**src/inc/cgc_pkg.sv**
```systemverilog
/*
 Constants for the clock generation and selection block: register map,
 field positions, reset values, forced ring settings and timing counts.
 Assumes a single 100 MHz register clock.

*/
package cgc_pkg;

	// ****************************************
	// Timing
	// ****************************************
	localparam int unsigned CLK_PERIOD_NS = 10;
	localparam int unsigned ABSENT_TIME_NS = 200;
	localparam int unsigned ABSENT_CYC = (ABSENT_TIME_NS + CLK_PERIOD_NS - 1) / CLK_PERIOD_NS;
	localparam int unsigned RING_HALF_NS = 30;
	localparam int unsigned RING_HALF_CYC = (RING_HALF_NS + CLK_PERIOD_NS - 1) / CLK_PERIOD_NS;
	localparam logic [2:0] LOCK_COUNT = 3'h4;

	// ****************************************
	// Register map
	// ****************************************
	localparam logic [3:0] OFS_CTRL = 4'h0;
	localparam logic [3:0] OFS_STATUS = 4'h4;
	localparam int CTRL_MODE_BIT = 0;
	localparam int CTRL_DIV_LSB = 4;
	localparam int CTRL_DLY_LSB = 8;
	localparam int ST_RING_BIT = 0;
	localparam int ST_ABSENT_BIT = 1;
	localparam int ST_LOCK_BIT = 2;
	localparam int ST_SUPPLY_BIT = 3;
	localparam logic MODE_RST = 1'b0;
	localparam logic [3:0] DIV_RST = 4'h4;
	localparam logic [2:0] DLY_RST = 3'h1;
	localparam logic [1:0] RESP_OKAY = 2'h0;
	localparam logic [1:0] RESP_SLVERR = 2'h2;

	// ****************************************
	// Ring oscillator overrides and oscillator divisor floor
	// ****************************************
	localparam logic [3:0] RING_DIVISOR = 4'h8;
	localparam logic [2:0] RING_DELAY = 3'h3;
	localparam logic [3:0] DIV_MIN = 4'h2;

endpackage

```
**src/design/cgc_absence.sv**
```systemverilog
/*
 Oscillator absence detector: flags the oscillator missing when no edge
 has been seen for a set number of register clocks, clears on any edge.
 Assumes edge pulses already aligned to the register clock.
*/
`timescale 1ns/1ps
module cgc_absence import cgc_pkg::*; #(
	parameter int unsigned ABS_CYC = ABSENT_CYC
) (
	// Clock and reset
	input wire logic clk,
	input wire logic rst_n,
	// Edge in, flag out
	input wire logic osc_edge,
	output logic absent
);
	typedef struct packed {
		logic [15:0] cnt;
		logic absent;
	} cgc_abs_st_t;

	cgc_abs_st_t st, nxt;

	always_comb begin
		nxt = st;
		if (osc_edge) begin
			nxt.cnt = 16'h0000;
			nxt.absent = 1'b0;
		end else if (st.cnt == 16'(ABS_CYC - 1)) begin
			nxt.absent = 1'b1;
		end else begin
			nxt.cnt = st.cnt + 16'h0001;
		end
	end

	always_ff @(posedge clk or negedge rst_n) begin
		if (!rst_n) begin
			st <= '0;
		end else begin
			st <= nxt;
		end
	end

	assign absent = st.absent;
endmodule // cgc_absence

```
**src/design/cgc_ring.sv**
```systemverilog
/*
 On-chip ring oscillator stand-in: a free running divider of the register
 clock giving a level and a one-cycle pulse at each rising transition.
 Assumes nothing of its surroundings but clock and reset.
*/
`timescale 1ns/1ps
module cgc_ring import cgc_pkg::*; #(
	parameter int unsigned HALF_CYC = RING_HALF_CYC
) (
	// Clock and reset
	input wire logic clk,
	input wire logic rst_n,
	// Ring outputs
	output logic lvl,
	output logic rise
);
	typedef struct packed {
		logic [7:0] cnt;
		logic lvl;
		logic rise;
	} cgc_ring_st_t;

	cgc_ring_st_t st, nxt;

	always_comb begin
		nxt = st;
		nxt.rise = 1'b0;
		if (st.cnt == 8'(HALF_CYC - 1)) begin
			nxt.cnt = 8'h00;
			nxt.lvl = ~st.lvl;
			nxt.rise = ~st.lvl;
		end else begin
			nxt.cnt = st.cnt + 8'h01;
		end
	end

	always_ff @(posedge clk or negedge rst_n) begin
		if (!rst_n) begin
			st <= '0;
		end else begin
			st <= nxt;
		end
	end

	assign lvl = st.lvl;
	assign rise = st.rise;
endmodule // cgc_ring

```
**src/design/cgc_top.sv**
```systemverilog
/*
 Clock generation and selection: halves the oscillator into the internal
 clock, drives mirror, system and delayed clocks, aligns to a reference
 clock, and falls back to the ring oscillator. AXI4-Lite control.
 Assumes all pins are synchronous to CLOCK and sampled at its rate.
*/
// The register addresses and the AXI4-Lite slave port are this design's own decisions.
`timescale 1ns/1ps
module cgc_top import cgc_pkg::*; #(
	parameter int unsigned ABS_CYC = ABSENT_CYC,
	parameter int unsigned HALF_CYC = RING_HALF_CYC
) (
	// Clock and reset
	input wire logic CLOCK,
	input wire logic RSTN,
	// Oscillator and system pins
	input wire logic OSC_IN_H,
	input wire logic OSC_IN_L,
	input wire logic SUPPLY_GOOD,
	input wire logic REF_CLK_IN,
	// Clock outputs
	output logic INT_CLK,
	output logic CPU_CLK_MIRROR,
	output logic SYSTEM_CLOCK_OUTPUT_H,
	output logic SYSTEM_CLOCK_OUTPUT_L,
	output logic DELAYED_SYSTEM_CLOCK,
	// AXI4-Lite write
	input wire logic [3:0] S_AXI_AWADDR,
	input wire logic S_AXI_AWVALID,
	output logic S_AXI_AWREADY,
	input wire logic [31:0] S_AXI_WDATA,
	input wire logic [3:0] S_AXI_WSTRB,
	input wire logic S_AXI_WVALID,
	output logic S_AXI_WREADY,
	output logic [1:0] S_AXI_BRESP,
	output logic S_AXI_BVALID,
	input wire logic S_AXI_BREADY,
	// AXI4-Lite read
	input wire logic [3:0] S_AXI_ARADDR,
	input wire logic S_AXI_ARVALID,
	output logic S_AXI_ARREADY,
	output logic [31:0] S_AXI_RDATA,
	output logic [1:0] S_AXI_RRESP,
	output logic S_AXI_RVALID,
	input wire logic S_AXI_RREADY
);
	localparam int SW_BOUND = 300;

	typedef struct packed {
		logic osc_lvl;
		logic osc_prv;
		logic ref_prv;
		logic on_ring;
		logic int_clk;
		logic slip;
		logic [2:0] lock_cnt;
		logic locked;
		logic [3:0] cnt;
		logic sys;
		logic [6:0] hist;
		logic mirror;
		logic sys_h;
		logic sys_l;
		logic dly_out;
		logic ref_mode;
		logic [3:0] div;
		logic [2:0] dly;
		logic aw_have;
		logic [3:0] awaddr;
		logic w_have;
		logic [31:0] wdata;
		logic [3:0] wstrb;
		logic awready;
		logic wready;
		logic bvalid;
		logic [1:0] bresp;
		logic arready;
		logic rvalid;
		logic [1:0] rresp;
		logic [31:0] rdata;
	} cgc_state_t;

	cgc_state_t st, nxt;
	logic ring_lvl;
	logic ring_rise;
	logic absent;
	logic osc_chg;
	logic osc_rise;
	logic want_ring;
	logic tick;
	logic int_rise;
	logic ref_rise;
	logic out_scheme;
	logic [3:0] eff_div;
	logic [2:0] eff_dly;

	// ****************************************
	// Ring oscillator and absence detector
	// ****************************************
	cgc_ring #(.HALF_CYC(HALF_CYC)) u_ring (
		.clk(CLOCK),
		.rst_n(RSTN),
		.lvl(ring_lvl),
		.rise(ring_rise)
	);

	assign osc_chg = st.osc_lvl ^ st.osc_prv;

	cgc_absence #(.ABS_CYC(ABS_CYC)) u_absence (
		.clk(CLOCK),
		.rst_n(RSTN),
		.osc_edge(osc_chg),
		.absent(absent)
	);

	// ****************************************
	// Clock generation
	// ****************************************
	always_comb begin
		nxt = st;
		// Differential pair only counts as a new level when its two legs differ
		nxt.osc_lvl = (OSC_IN_H != OSC_IN_L) ? OSC_IN_H : st.osc_lvl;
		nxt.osc_prv = st.osc_lvl;
		nxt.ref_prv = REF_CLK_IN;
		osc_rise = st.osc_lvl & ~st.osc_prv;
		want_ring = !SUPPLY_GOOD || absent;
		// A dead oscillator caught mid-high phase is finished by the ring
		tick = st.on_ring ? ring_rise : (osc_rise || (absent && ring_rise));
		// Source changes only while the internal clock is low and idle
		if (!st.int_clk && !tick) begin
			nxt.on_ring = want_ring;
		end
		int_rise = tick && !st.int_clk && !st.slip;
		if (tick) begin
			if (!st.int_clk && st.slip) begin
				nxt.slip = 1'b0;
			end else begin
				nxt.int_clk = ~st.int_clk;
			end
		end
		nxt.mirror = st.on_ring ? ring_lvl : st.osc_lvl;
		// A divisor below two would park the system clock, so it is raised to two
		eff_div = st.on_ring ? RING_DIVISOR : ((st.div < DIV_MIN) ? DIV_MIN : st.div);
		eff_dly = st.on_ring ? RING_DELAY : st.dly;
		if (int_rise) begin
			nxt.cnt = (st.cnt >= eff_div - 4'h1) ? 4'h0 : st.cnt + 4'h1;
			nxt.sys = nxt.cnt < (eff_div >> 1);
			nxt.hist = {st.hist[5:0], st.sys};
		end
		// The ring keeps driving outputs even in reference mode
		out_scheme = !st.ref_mode || st.on_ring;
		nxt.sys_h = out_scheme & st.sys;
		nxt.sys_l = ~(out_scheme & st.sys);
		nxt.dly_out = out_scheme & ((eff_dly == 3'h0) ? st.sys : st.hist[eff_dly - 3'h1]);
		// Phase lock: every rising reference edge must meet ratio count zero
		ref_rise = REF_CLK_IN & ~st.ref_prv;
		if (!st.ref_mode || st.on_ring) begin
			nxt.slip = 1'b0;
			nxt.lock_cnt = 3'h0;
			nxt.locked = 1'b0;
		end else if (ref_rise) begin
			if (st.cnt != 4'h0) begin
				nxt.slip = 1'b1;
				nxt.lock_cnt = 3'h0;
				nxt.locked = 1'b0;
			end else begin
				nxt.lock_cnt = (st.lock_cnt == LOCK_COUNT) ? st.lock_cnt : st.lock_cnt + 3'h1;
				nxt.locked = (nxt.lock_cnt == LOCK_COUNT);
			end
		end

		// ****************************************
		// AXI4-Lite slave
		// ****************************************
		if (S_AXI_AWVALID && st.awready) begin
			nxt.aw_have = 1'b1;
			nxt.awaddr = S_AXI_AWADDR;
		end
		if (S_AXI_WVALID && st.wready) begin
			nxt.w_have = 1'b1;
			nxt.wdata = S_AXI_WDATA;
			nxt.wstrb = S_AXI_WSTRB;
		end
		if (S_AXI_BREADY && st.bvalid) begin
			nxt.bvalid = 1'b0;
		end
		if (st.aw_have && st.w_have && !st.bvalid) begin
			nxt.aw_have = 1'b0;
			nxt.w_have = 1'b0;
			nxt.bvalid = 1'b1;
			nxt.bresp = RESP_OKAY;
			if (st.awaddr[3:2] == OFS_CTRL[3:2]) begin
				if (st.wstrb[0]) begin
					nxt.ref_mode = st.wdata[CTRL_MODE_BIT];
					nxt.div = st.wdata[CTRL_DIV_LSB +: 4];
				end
				if (st.wstrb[1]) begin
					nxt.dly = st.wdata[CTRL_DLY_LSB +: 3];
				end
			end else if (st.awaddr[3:2] != OFS_STATUS[3:2]) begin
				nxt.bresp = RESP_SLVERR;
			end
		end
		nxt.awready = !nxt.aw_have && !nxt.bvalid;
		nxt.wready = !nxt.w_have && !nxt.bvalid;
		if (S_AXI_RREADY && st.rvalid) begin
			nxt.rvalid = 1'b0;
		end
		if (S_AXI_ARVALID && st.arready) begin
			nxt.rvalid = 1'b1;
			nxt.rresp = RESP_OKAY;
			nxt.rdata = 32'h00000000;
			case (S_AXI_ARADDR[3:2])
				OFS_CTRL[3:2]: begin
					nxt.rdata[CTRL_MODE_BIT] = st.ref_mode;
					nxt.rdata[CTRL_DIV_LSB +: 4] = st.div;
					nxt.rdata[CTRL_DLY_LSB +: 3] = st.dly;
				end
				OFS_STATUS[3:2]: begin
					nxt.rdata[ST_RING_BIT] = st.on_ring;
					nxt.rdata[ST_ABSENT_BIT] = absent;
					nxt.rdata[ST_LOCK_BIT] = st.locked;
					nxt.rdata[ST_SUPPLY_BIT] = SUPPLY_GOOD;
				end
				default: begin
					nxt.rresp = RESP_SLVERR;
				end
			endcase
		end
		nxt.arready = !nxt.rvalid;
	end

	always_ff @(posedge CLOCK or negedge RSTN) begin
		if (!RSTN) begin
			st <= '0;
			st.sys_l <= 1'b1;
			st.ref_prv <= 1'b1;
			st.ref_mode <= MODE_RST;
			st.div <= DIV_RST;
			st.dly <= DLY_RST;
		end else begin
			st <= nxt;
		end
	end

	assign INT_CLK = st.int_clk;
	assign CPU_CLK_MIRROR = st.mirror;
	assign SYSTEM_CLOCK_OUTPUT_H = st.sys_h;
	assign SYSTEM_CLOCK_OUTPUT_L = st.sys_l;
	assign DELAYED_SYSTEM_CLOCK = st.dly_out;
	assign S_AXI_AWREADY = st.awready;
	assign S_AXI_WREADY = st.wready;
	assign S_AXI_BVALID = st.bvalid;
	assign S_AXI_BRESP = st.bresp;
	assign S_AXI_ARREADY = st.arready;
	assign S_AXI_RVALID = st.rvalid;
	assign S_AXI_RRESP = st.rresp;
	assign S_AXI_RDATA = st.rdata;
endmodule // cgc_top

```
**config.mk**
```make
export PLATFORM = sky130hd
export DESIGN_NAME = cgc_top
export DESIGN_NICKNAME = d
export VERILOG_FILES = /design/src/inc/cgc_pkg.sv /design/src/design/cgc_absence.sv /design/src/design/cgc_ring.sv /design/src/design/cgc_top.sv
export SDC_FILE = /design/constraint.sdc
export NUM_CORES = 1
export LEC_CHECK = 0
export BUFFER_PORTS_ARGS = -buffer_cell sky130_fd_sc_hd__buf_2
export CELL_PAD_IN_SITES_DETAIL_PLACEMENT = 0
export CELL_PAD_IN_SITES_GLOBAL_PLACEMENT = 1
export CORE_MARGIN = 8
export CORE_UTILIZATION = 38
export DETAILED_ROUTE_END_ITERATION = 12
export PLACE_DENSITY_LB_ADDON = 0.1
export SETUP_SLACK_MARGIN = 0.1
export SLEW_MARGIN = 20
export SYNTH_ARGS = -nofsm -noshare
export SYNTH_HDL_FRONTEND = slang
export SYNTH_SLANG_ARGS = --single-unit
```
**constraint.sdc**
```tcl
create_clock -name CLOCK -period 2.8 [get_ports CLOCK]
set_input_delay 0.14 -clock CLOCK [delete_from_list [all_inputs] [get_ports CLOCK]]
set_output_delay 0.14 -clock CLOCK [all_outputs]
set_load 0.02 [all_outputs]
```
==> After elaboration in Yosys (flattened, before gate mapping) <==
Cells that the tools add are included.
Widths: inputs -> output; s select.
{ "classes": {"n_addsub": 6, "n_eq_ne": 8, "n_bitwise": 11, "muxes": 35, "n_lt_le_gt_ge": 4, "reduce_logical": 37} }
{ "op_table": {"columns": ["operator", "n"], "rows": [
  ["$mux 37", 1],
  ["$mux 35", 1],
  ["$mux 17", 1],
  ["$add 16x1->16 const B", 1],
  ["$eq 16x5->1 const B", 1],
  ["$mux 16", 1],
  ["$mux 4", 4],
  ["$mux 5", 3],
  ["$logic_and 1x1->1", 14],
  ["$mux 1", 13],
  ["$mux 3", 4],
  ["$logic_not 1->1", 10],
  ["$add 8x1->8 const B", 1],
  ["$eq 8x2->1 const B", 1],
  ["$mux 8", 1],
  ["$mux 7", 1],
  ["$eq 3x3->1 const B", 2],
  ["$mux 2", 3],
  ["$not 1->1", 6],
  ["$reduce_and 3->1", 2],
  ["$add 4x1->4 const B", 1],
  ["$and 1x1->1", 4],
  ["$ge 4x4->1", 1],
  ["$logic_not 2->1", 2],
  ["other kinds (19)", 22]
]} }
{ "totals": {"register_bits": 123, "elab_cells": 137, "output_inout_bits": 46, "inputBits": 55} }

==> Logic depth before layout (Yosys ltp) <==
{ "logic_depth": {"ltp_word": 8, "depth_mapped": 14, "mapped_depth_nobuf": 13} }

==> By module <==
Synthesis repeated with hierarchy kept, for this count alone.
{ "unflattened": {"cells_unflattened": 431, "area_unflattened_um2": 4704.5} }
{ "by_module_without_submodules": {"columns": ["mod", "instances", "cells_each", "seq_area_each_um2", "area_per_inst_um2"], "rows": [
  ["cgc_top", 1, 303, 1656.6, 3345.7],
  ["cgc_absence", 1, 95, 425.4, 928.4],
  ["cgc_ring", 1, 33, 250.2, 430.4]
]} }

==> Worst setup path after synthesis <==
OpenSTA, ideal clock, no wires.
{ "synth_path": {"kind": "register to register", "from": "register st[113] (netlist name)", "to": "register st[102] (netlist name)", "path_slack_ps": -168, "n_path_buf": 1, "required_ps": 2690, "period_less_slack_ps": 2968, "setup_time_ps": 110, "stages_incl_launch_ff": 15, "t_arrival_ps": 2858, "path_cell_list": "dfrtp_1 -> buf_4 -> clkinv_2 -> o311ai_0 -> ha_1 -> xor2_1 -> ha_1 -> or2_1 -> a21oi_1 -> a21oi_1 -> nor2_1 -> ha_1 -> a211oi_1 -> a211oi_1 -> o41ai_1"} }
{ "synth_via": {"elab_chain_len": 5, "elab_cells_between_ends": 8, "classes_between": "add/sub (1); order compare (2); mux (3); reduce/logical (2)"} }
{ "synth_lines": {"columns": ["element", "line_no", "rtl"], "rows": [
  ["start, declared", "cgc_top.sv:83", "cgc_state_t st, nxt;"],
  ["start signal, assigned", "cgc_top.sv:242", "st <= nxt;"],
  ["$mux 4", "cgc_top.sv:143", "eff_div = st.on_ring ? RING_DIVISOR : ((st.div < DIV_MIN) ? DIV_MIN : st.div);"],
  ["$sub 4x1->4", "cgc_top.sv:146", "nxt.cnt = (st.cnt >= eff_div - 4'h1) ? 4'h0 : st.cnt + 4'h1;"],
  ["$ge 4x4->1", "cgc_top.sv:146", null],
  ["$mux 4", "cgc_top.sv:146", null],
  ["$lt 4x3->1", "cgc_top.sv:147", "nxt.sys = nxt.cnt < (eff_div >> 1);"]
]} }
Parallel ways exist; a longest one is shown, timed or not.
A chain may end at the register's enable or synchronous reset.

==> Final worst setup path <==
{ "layout_path": {"from": "register st[88] (netlist name)", "to": "register st[102] (netlist name)"} }
{ "layout_via": {"elab_chain_len": 7} }
{ "layout_lines": {"columns": ["element", "line_no"], "rows": [
  ["$lt 4x2->1", "cgc_top.sv:143"],
  ["$mux 4 (*) (2 in a row)", "cgc_top.sv:143"],
  ["$sub 4x1->4", "cgc_top.sv:146"],
  ["$ge 4x4->1", "cgc_top.sv:146"],
  ["$mux 4", "cgc_top.sv:146"],
  ["$lt 4x3->1 (*)", "cgc_top.sv:147"]
]} }
Mark *: on every way between the ends. The rest lies on a longest branch, timed or not.

==> results.md <==
- Outcome: finished, violations left
- Violated checks: setup timing
- Worst setup path class: reg2reg
- Number of warnings reported in the yosys synthesis log: 0
- Number of nets still failing antenna checks after routing: 0
- Hold Violations, Final: 0
- Reg clk slew, reported paths: 0.06 ns
- Mux contribution to synthesized area: 0.0726
- Count of unique library cells instantiated by Yosys: 59
- Initial standard-cell utilization of the core: 0.385
- Detailed-route via count: 2952
- Simple-gate share of the synthesized area: 0.162
- Number of synthesized flops with an enable pin: 0
- Number of placement rows: 40
- TritonCTS clock tree: yes
- Final worst-path setup slack: -0.0516 ns
- Class of the most critical hold timing path: in2reg
- Worst Clk Skew: 0.00415 ns
- Number of diodes: 0
- Register-to-Register Setup Slack: -0.05 ns
- Remaining max-slew budget at the tightest pin: 0.426
- Vias per cell: 4.72
- Worst vdd ir: 411 uV
- Number of I/O port buffers: 47
- Transition time at the pin with the least slew margin: 0.854 ns
- Total detailed-routing wirelength: 8950 um
- IO Pins: 101
- Antenna violations before repair: 0
- FF+latch count, synth: 93
- Combinational family with the most area after synthesis: simple AND/OR/NAND/NOR gates
- Fraction of the mapped netlist area in compound gates: 0.0865
- Global Route Usage Sum: 0.121
- Sum of negative setup slack: -0.0516 ns
- Placer congestion estimate: 0.718
- Minimum clock period: 2.85 ns
- Instance count of the mapped netlist: 419
- Ys flop type: sky130_fd_sc_hd__dfrtp_1
- Kind of start point of the critical path: register
- Share of the yosys chip area belonging to registers: 0.508
- Die Wd: 126 um
- DRC violation count after routing: 0
- Core Region: 11900 um^2
- First-pass GRT wire length: 15400 um
- Congestion Overflow GR: 0
- Clock latency on the worst-skew pair: 0.34 ns
- Clock tree root driver cell: sky130_fd_sc_hd__clkbuf_16
- Post-Synthesis Mean Instance Area: 10.9 um^2
- Layout area overhead: 15.7%
- Fraction of final layout cells sized beyond drive strength 1: 0.234
- Half-perimeter wire length of the detailed placement result: 6610 um
- Origin of the worst setup path: st[88]
- Synthesized area: 4590 um^2
- Final cycle utilization of the critical path: 1.02
- Leak: 2.56 nW
- Final net count: 546
- Vias in the first global route: 2980
- Initial drt markers: 149
- Number of max-cap violations: 0
- Crit Reg-Reg Startpoint: st[88]
- RR Endpoint: st[102]
- Setup crit end kind: register
- Die area: 15800 um^2
- Cell Pwr Density: 966 nW/um^2
- Detailed-route wire length per cell: 14.3 um
- Number of sinks driven by the clock tree: 93
- Critical-path maximum fanout: 4
- Overall power: 5.13 mW
- Worst Reg-to-Reg Cells: 13
- Number of buffers created by CTS: 9
- Number of max-slew violations in the final report: 0
- Number of levels the H-tree was split into: 3
- Synth Area in Adders: 0.0464
- Capturing element of the worst setup path: st[102]
- Highest-count cells in the layout ignoring fill and taps: sky130_fd_sc_hd__dfrtp_1 (89), sky130_fd_sc_hd__buf_2 (46), sky130_fd_sc_hd__nand2_1 (45)
- 1st-pass router iterations: 4
- Final core utilization: 0.446
- Number of buffers on the longest clock path: 2
- Maximum clock frequency: 351 MHz
- Req. time, crit path: 3.03 ns
- Cell area after layout: 5310 um^2
- Instance area at placement: 4920 um^2
- Most common library cell in the layout ignoring fill and taps: sky130_fd_sc_hd__dfrtp_1
- Die height: 126 um
- Number of setup violations in the final report: 1
- Maximum number of pins on one net before global-route repair: 54
- Unrepaired setup endpoints after global routing: yes
- Synth Area in XOR/XNOR: 0.0439
- Post-synthesis async set-or-reset flop share: 1.00
- CP arrival: 3.08 ns
==> critical path, stage by stage (launching register included) <==
cell                       delay, ns
sky130_fd_sc_hd__dfstp_2        0.56
sky130_fd_sc_hd__nor2_1         0.04
sky130_fd_sc_hd__o21ai_1        0.17
sky130_fd_sc_hd__ha_2           0.20
sky130_fd_sc_hd__xor2_1         0.14
sky130_fd_sc_hd__ha_1           0.24
sky130_fd_sc_hd__or2_1          0.21
sky130_fd_sc_hd__a21oi_2        0.14
sky130_fd_sc_hd__a21oi_2        0.07
sky130_fd_sc_hd__nor2_1         0.15
sky130_fd_sc_hd__ha_1           0.28
sky130_fd_sc_hd__a211oi_2       0.22
sky130_fd_sc_hd__a211oi_1       0.07
sky130_fd_sc_hd__o41ai_1        0.25
==> per-stage QoR <==
step           hold slack [ns]  worst slack (ns)  std cells
2_1_floorplan           -0.156             0.116        441
3_3_place_gp             0.171           0.00338        605
3_5_place_dp             0.174           -0.0564        605
4_1_cts                0.00589           -0.0390        626
5_1_grt                 0.0187            -0.276        626
6_report                0.0193           -0.0516        626
==> registers in the layout (all words and copies together) (netlist names) <==
signal	cells
CPU_CLK_MIRROR	1
DELAYED_SYSTEM_CLOCK	1
INT_CLK	1
SYSTEM_CLOCK_OUTPUT_H	1
SYSTEM_CLOCK_OUTPUT_L	1
S_AXI_ARREADY	1
S_AXI_AWREADY	1
S_AXI_BRESP	1
S_AXI_BVALID	1
S_AXI_RDATA	11
S_AXI_RRESP	1
S_AXI_RVALID	1
S_AXI_WREADY	1
nxt	1
st	42
u_absence.absent	1
u_absence.st	16
u_ring.lvl	1
u_ring.rise	1
u_ring.st	8
==> Yosys cell counts, drive strengths merged, types with 2 or more instances <==
cell	instances	area, um^2
nor3b	3	22.5
a22o	10	87.6
ha	17	213
o311ai	2	17.5
a21oi	9	48.8
nor2b	7	43.8
o21a	2	15.0
nor4	2	27.5
a21boi	3	22.5
nand4	4	31.3
nor3	8	50.1
o31ai	2	15.0
or2	2	12.5
xnor2	14	123
nor2	28	108
nand3b	3	22.5
inv	14	52.6
nand2	45	169
dfstp	4	105
xor2	9	78.8
and3	3	18.8
buf	40	295
nand2b	4	25.0
and4	2	17.5
o21ai	13	65.1
or3	3	18.8
a211oi	3	22.5
clkbuf	3	11.3
mux2	24	270
and2	13	81.3
mux2i	4	40.0
nor4b	3	26.3
nand3	11	55.1
a221oi	2	23.8
dfrtp	89	2230
==> cell families after synthesis <==
| logic type | Yosys count |
|---|---|
| and+or+nand+nor | 142 |
| AOI/OAI and AO/OA | 56 |
| xor gates and xnor gates | 23 |
| muxes | 29 |
| buffers and inverters | 58 |
| DFF | 93 |
| adders and majority gates | 17 |
| other | 1 |
==> cell type report <==
cell class	instances	area, um^2
flip-flops and latches	93	2330
well taps	147	184
multi-input cells	290	2000
clock buffers	12	246
inverters	15	61.3
fillers	1161	6600
repair buffers	65	393
clock inverters	4	95.1
==> where the power goes <==
group / switching [mW] / internal [mW]
Sequential: 0.266 / 1.69
Clock: 0.493 / 0.896
Combinational: 0.924 / 0.855
==> worst min-delay path by stage <==
stage	start	endpoint	slack, ns	depth (start not counted)
finish	S_AXI_AWVALID	S_AXI_AWREADY	0.02	2
floorplan	RSTN	CPU_CLK_MIRROR	-0.16	0
global route	S_AXI_AWVALID	S_AXI_AWREADY	0.02	2
CTS	S_AXI_AWVALID	S_AXI_AWREADY	0.006	2
global placement	RSTN	st[110]	0.17	1
detailed placement	RSTN	st[110]	0.17	1
==> what timing repair did <==
| action | in CTS | in global routing |
|---|---|---|
| hold buffers | 3 | 0 |
| setup buffers | 2 | 0 |
| hold endpoints to repair | 41 | 0 |
| pin swaps | 2 | 0 |
| gates resized for setup | 0 | 0 |
| endpoints found under the setup margin | 1 | 1 |
==> layer usage <==
layer / share of wire / vias up / track usage
met1: 0.50 / 1392 / 0.164
li1: - / 1494 / -
met3: 0.045 / 12 / 0.0321
met5: 0 / - / 0
met4: 0.024 / 0 / 0.0679
met2: 0.43 / 54 / 0.172
(Power assumes the default switching activity.)
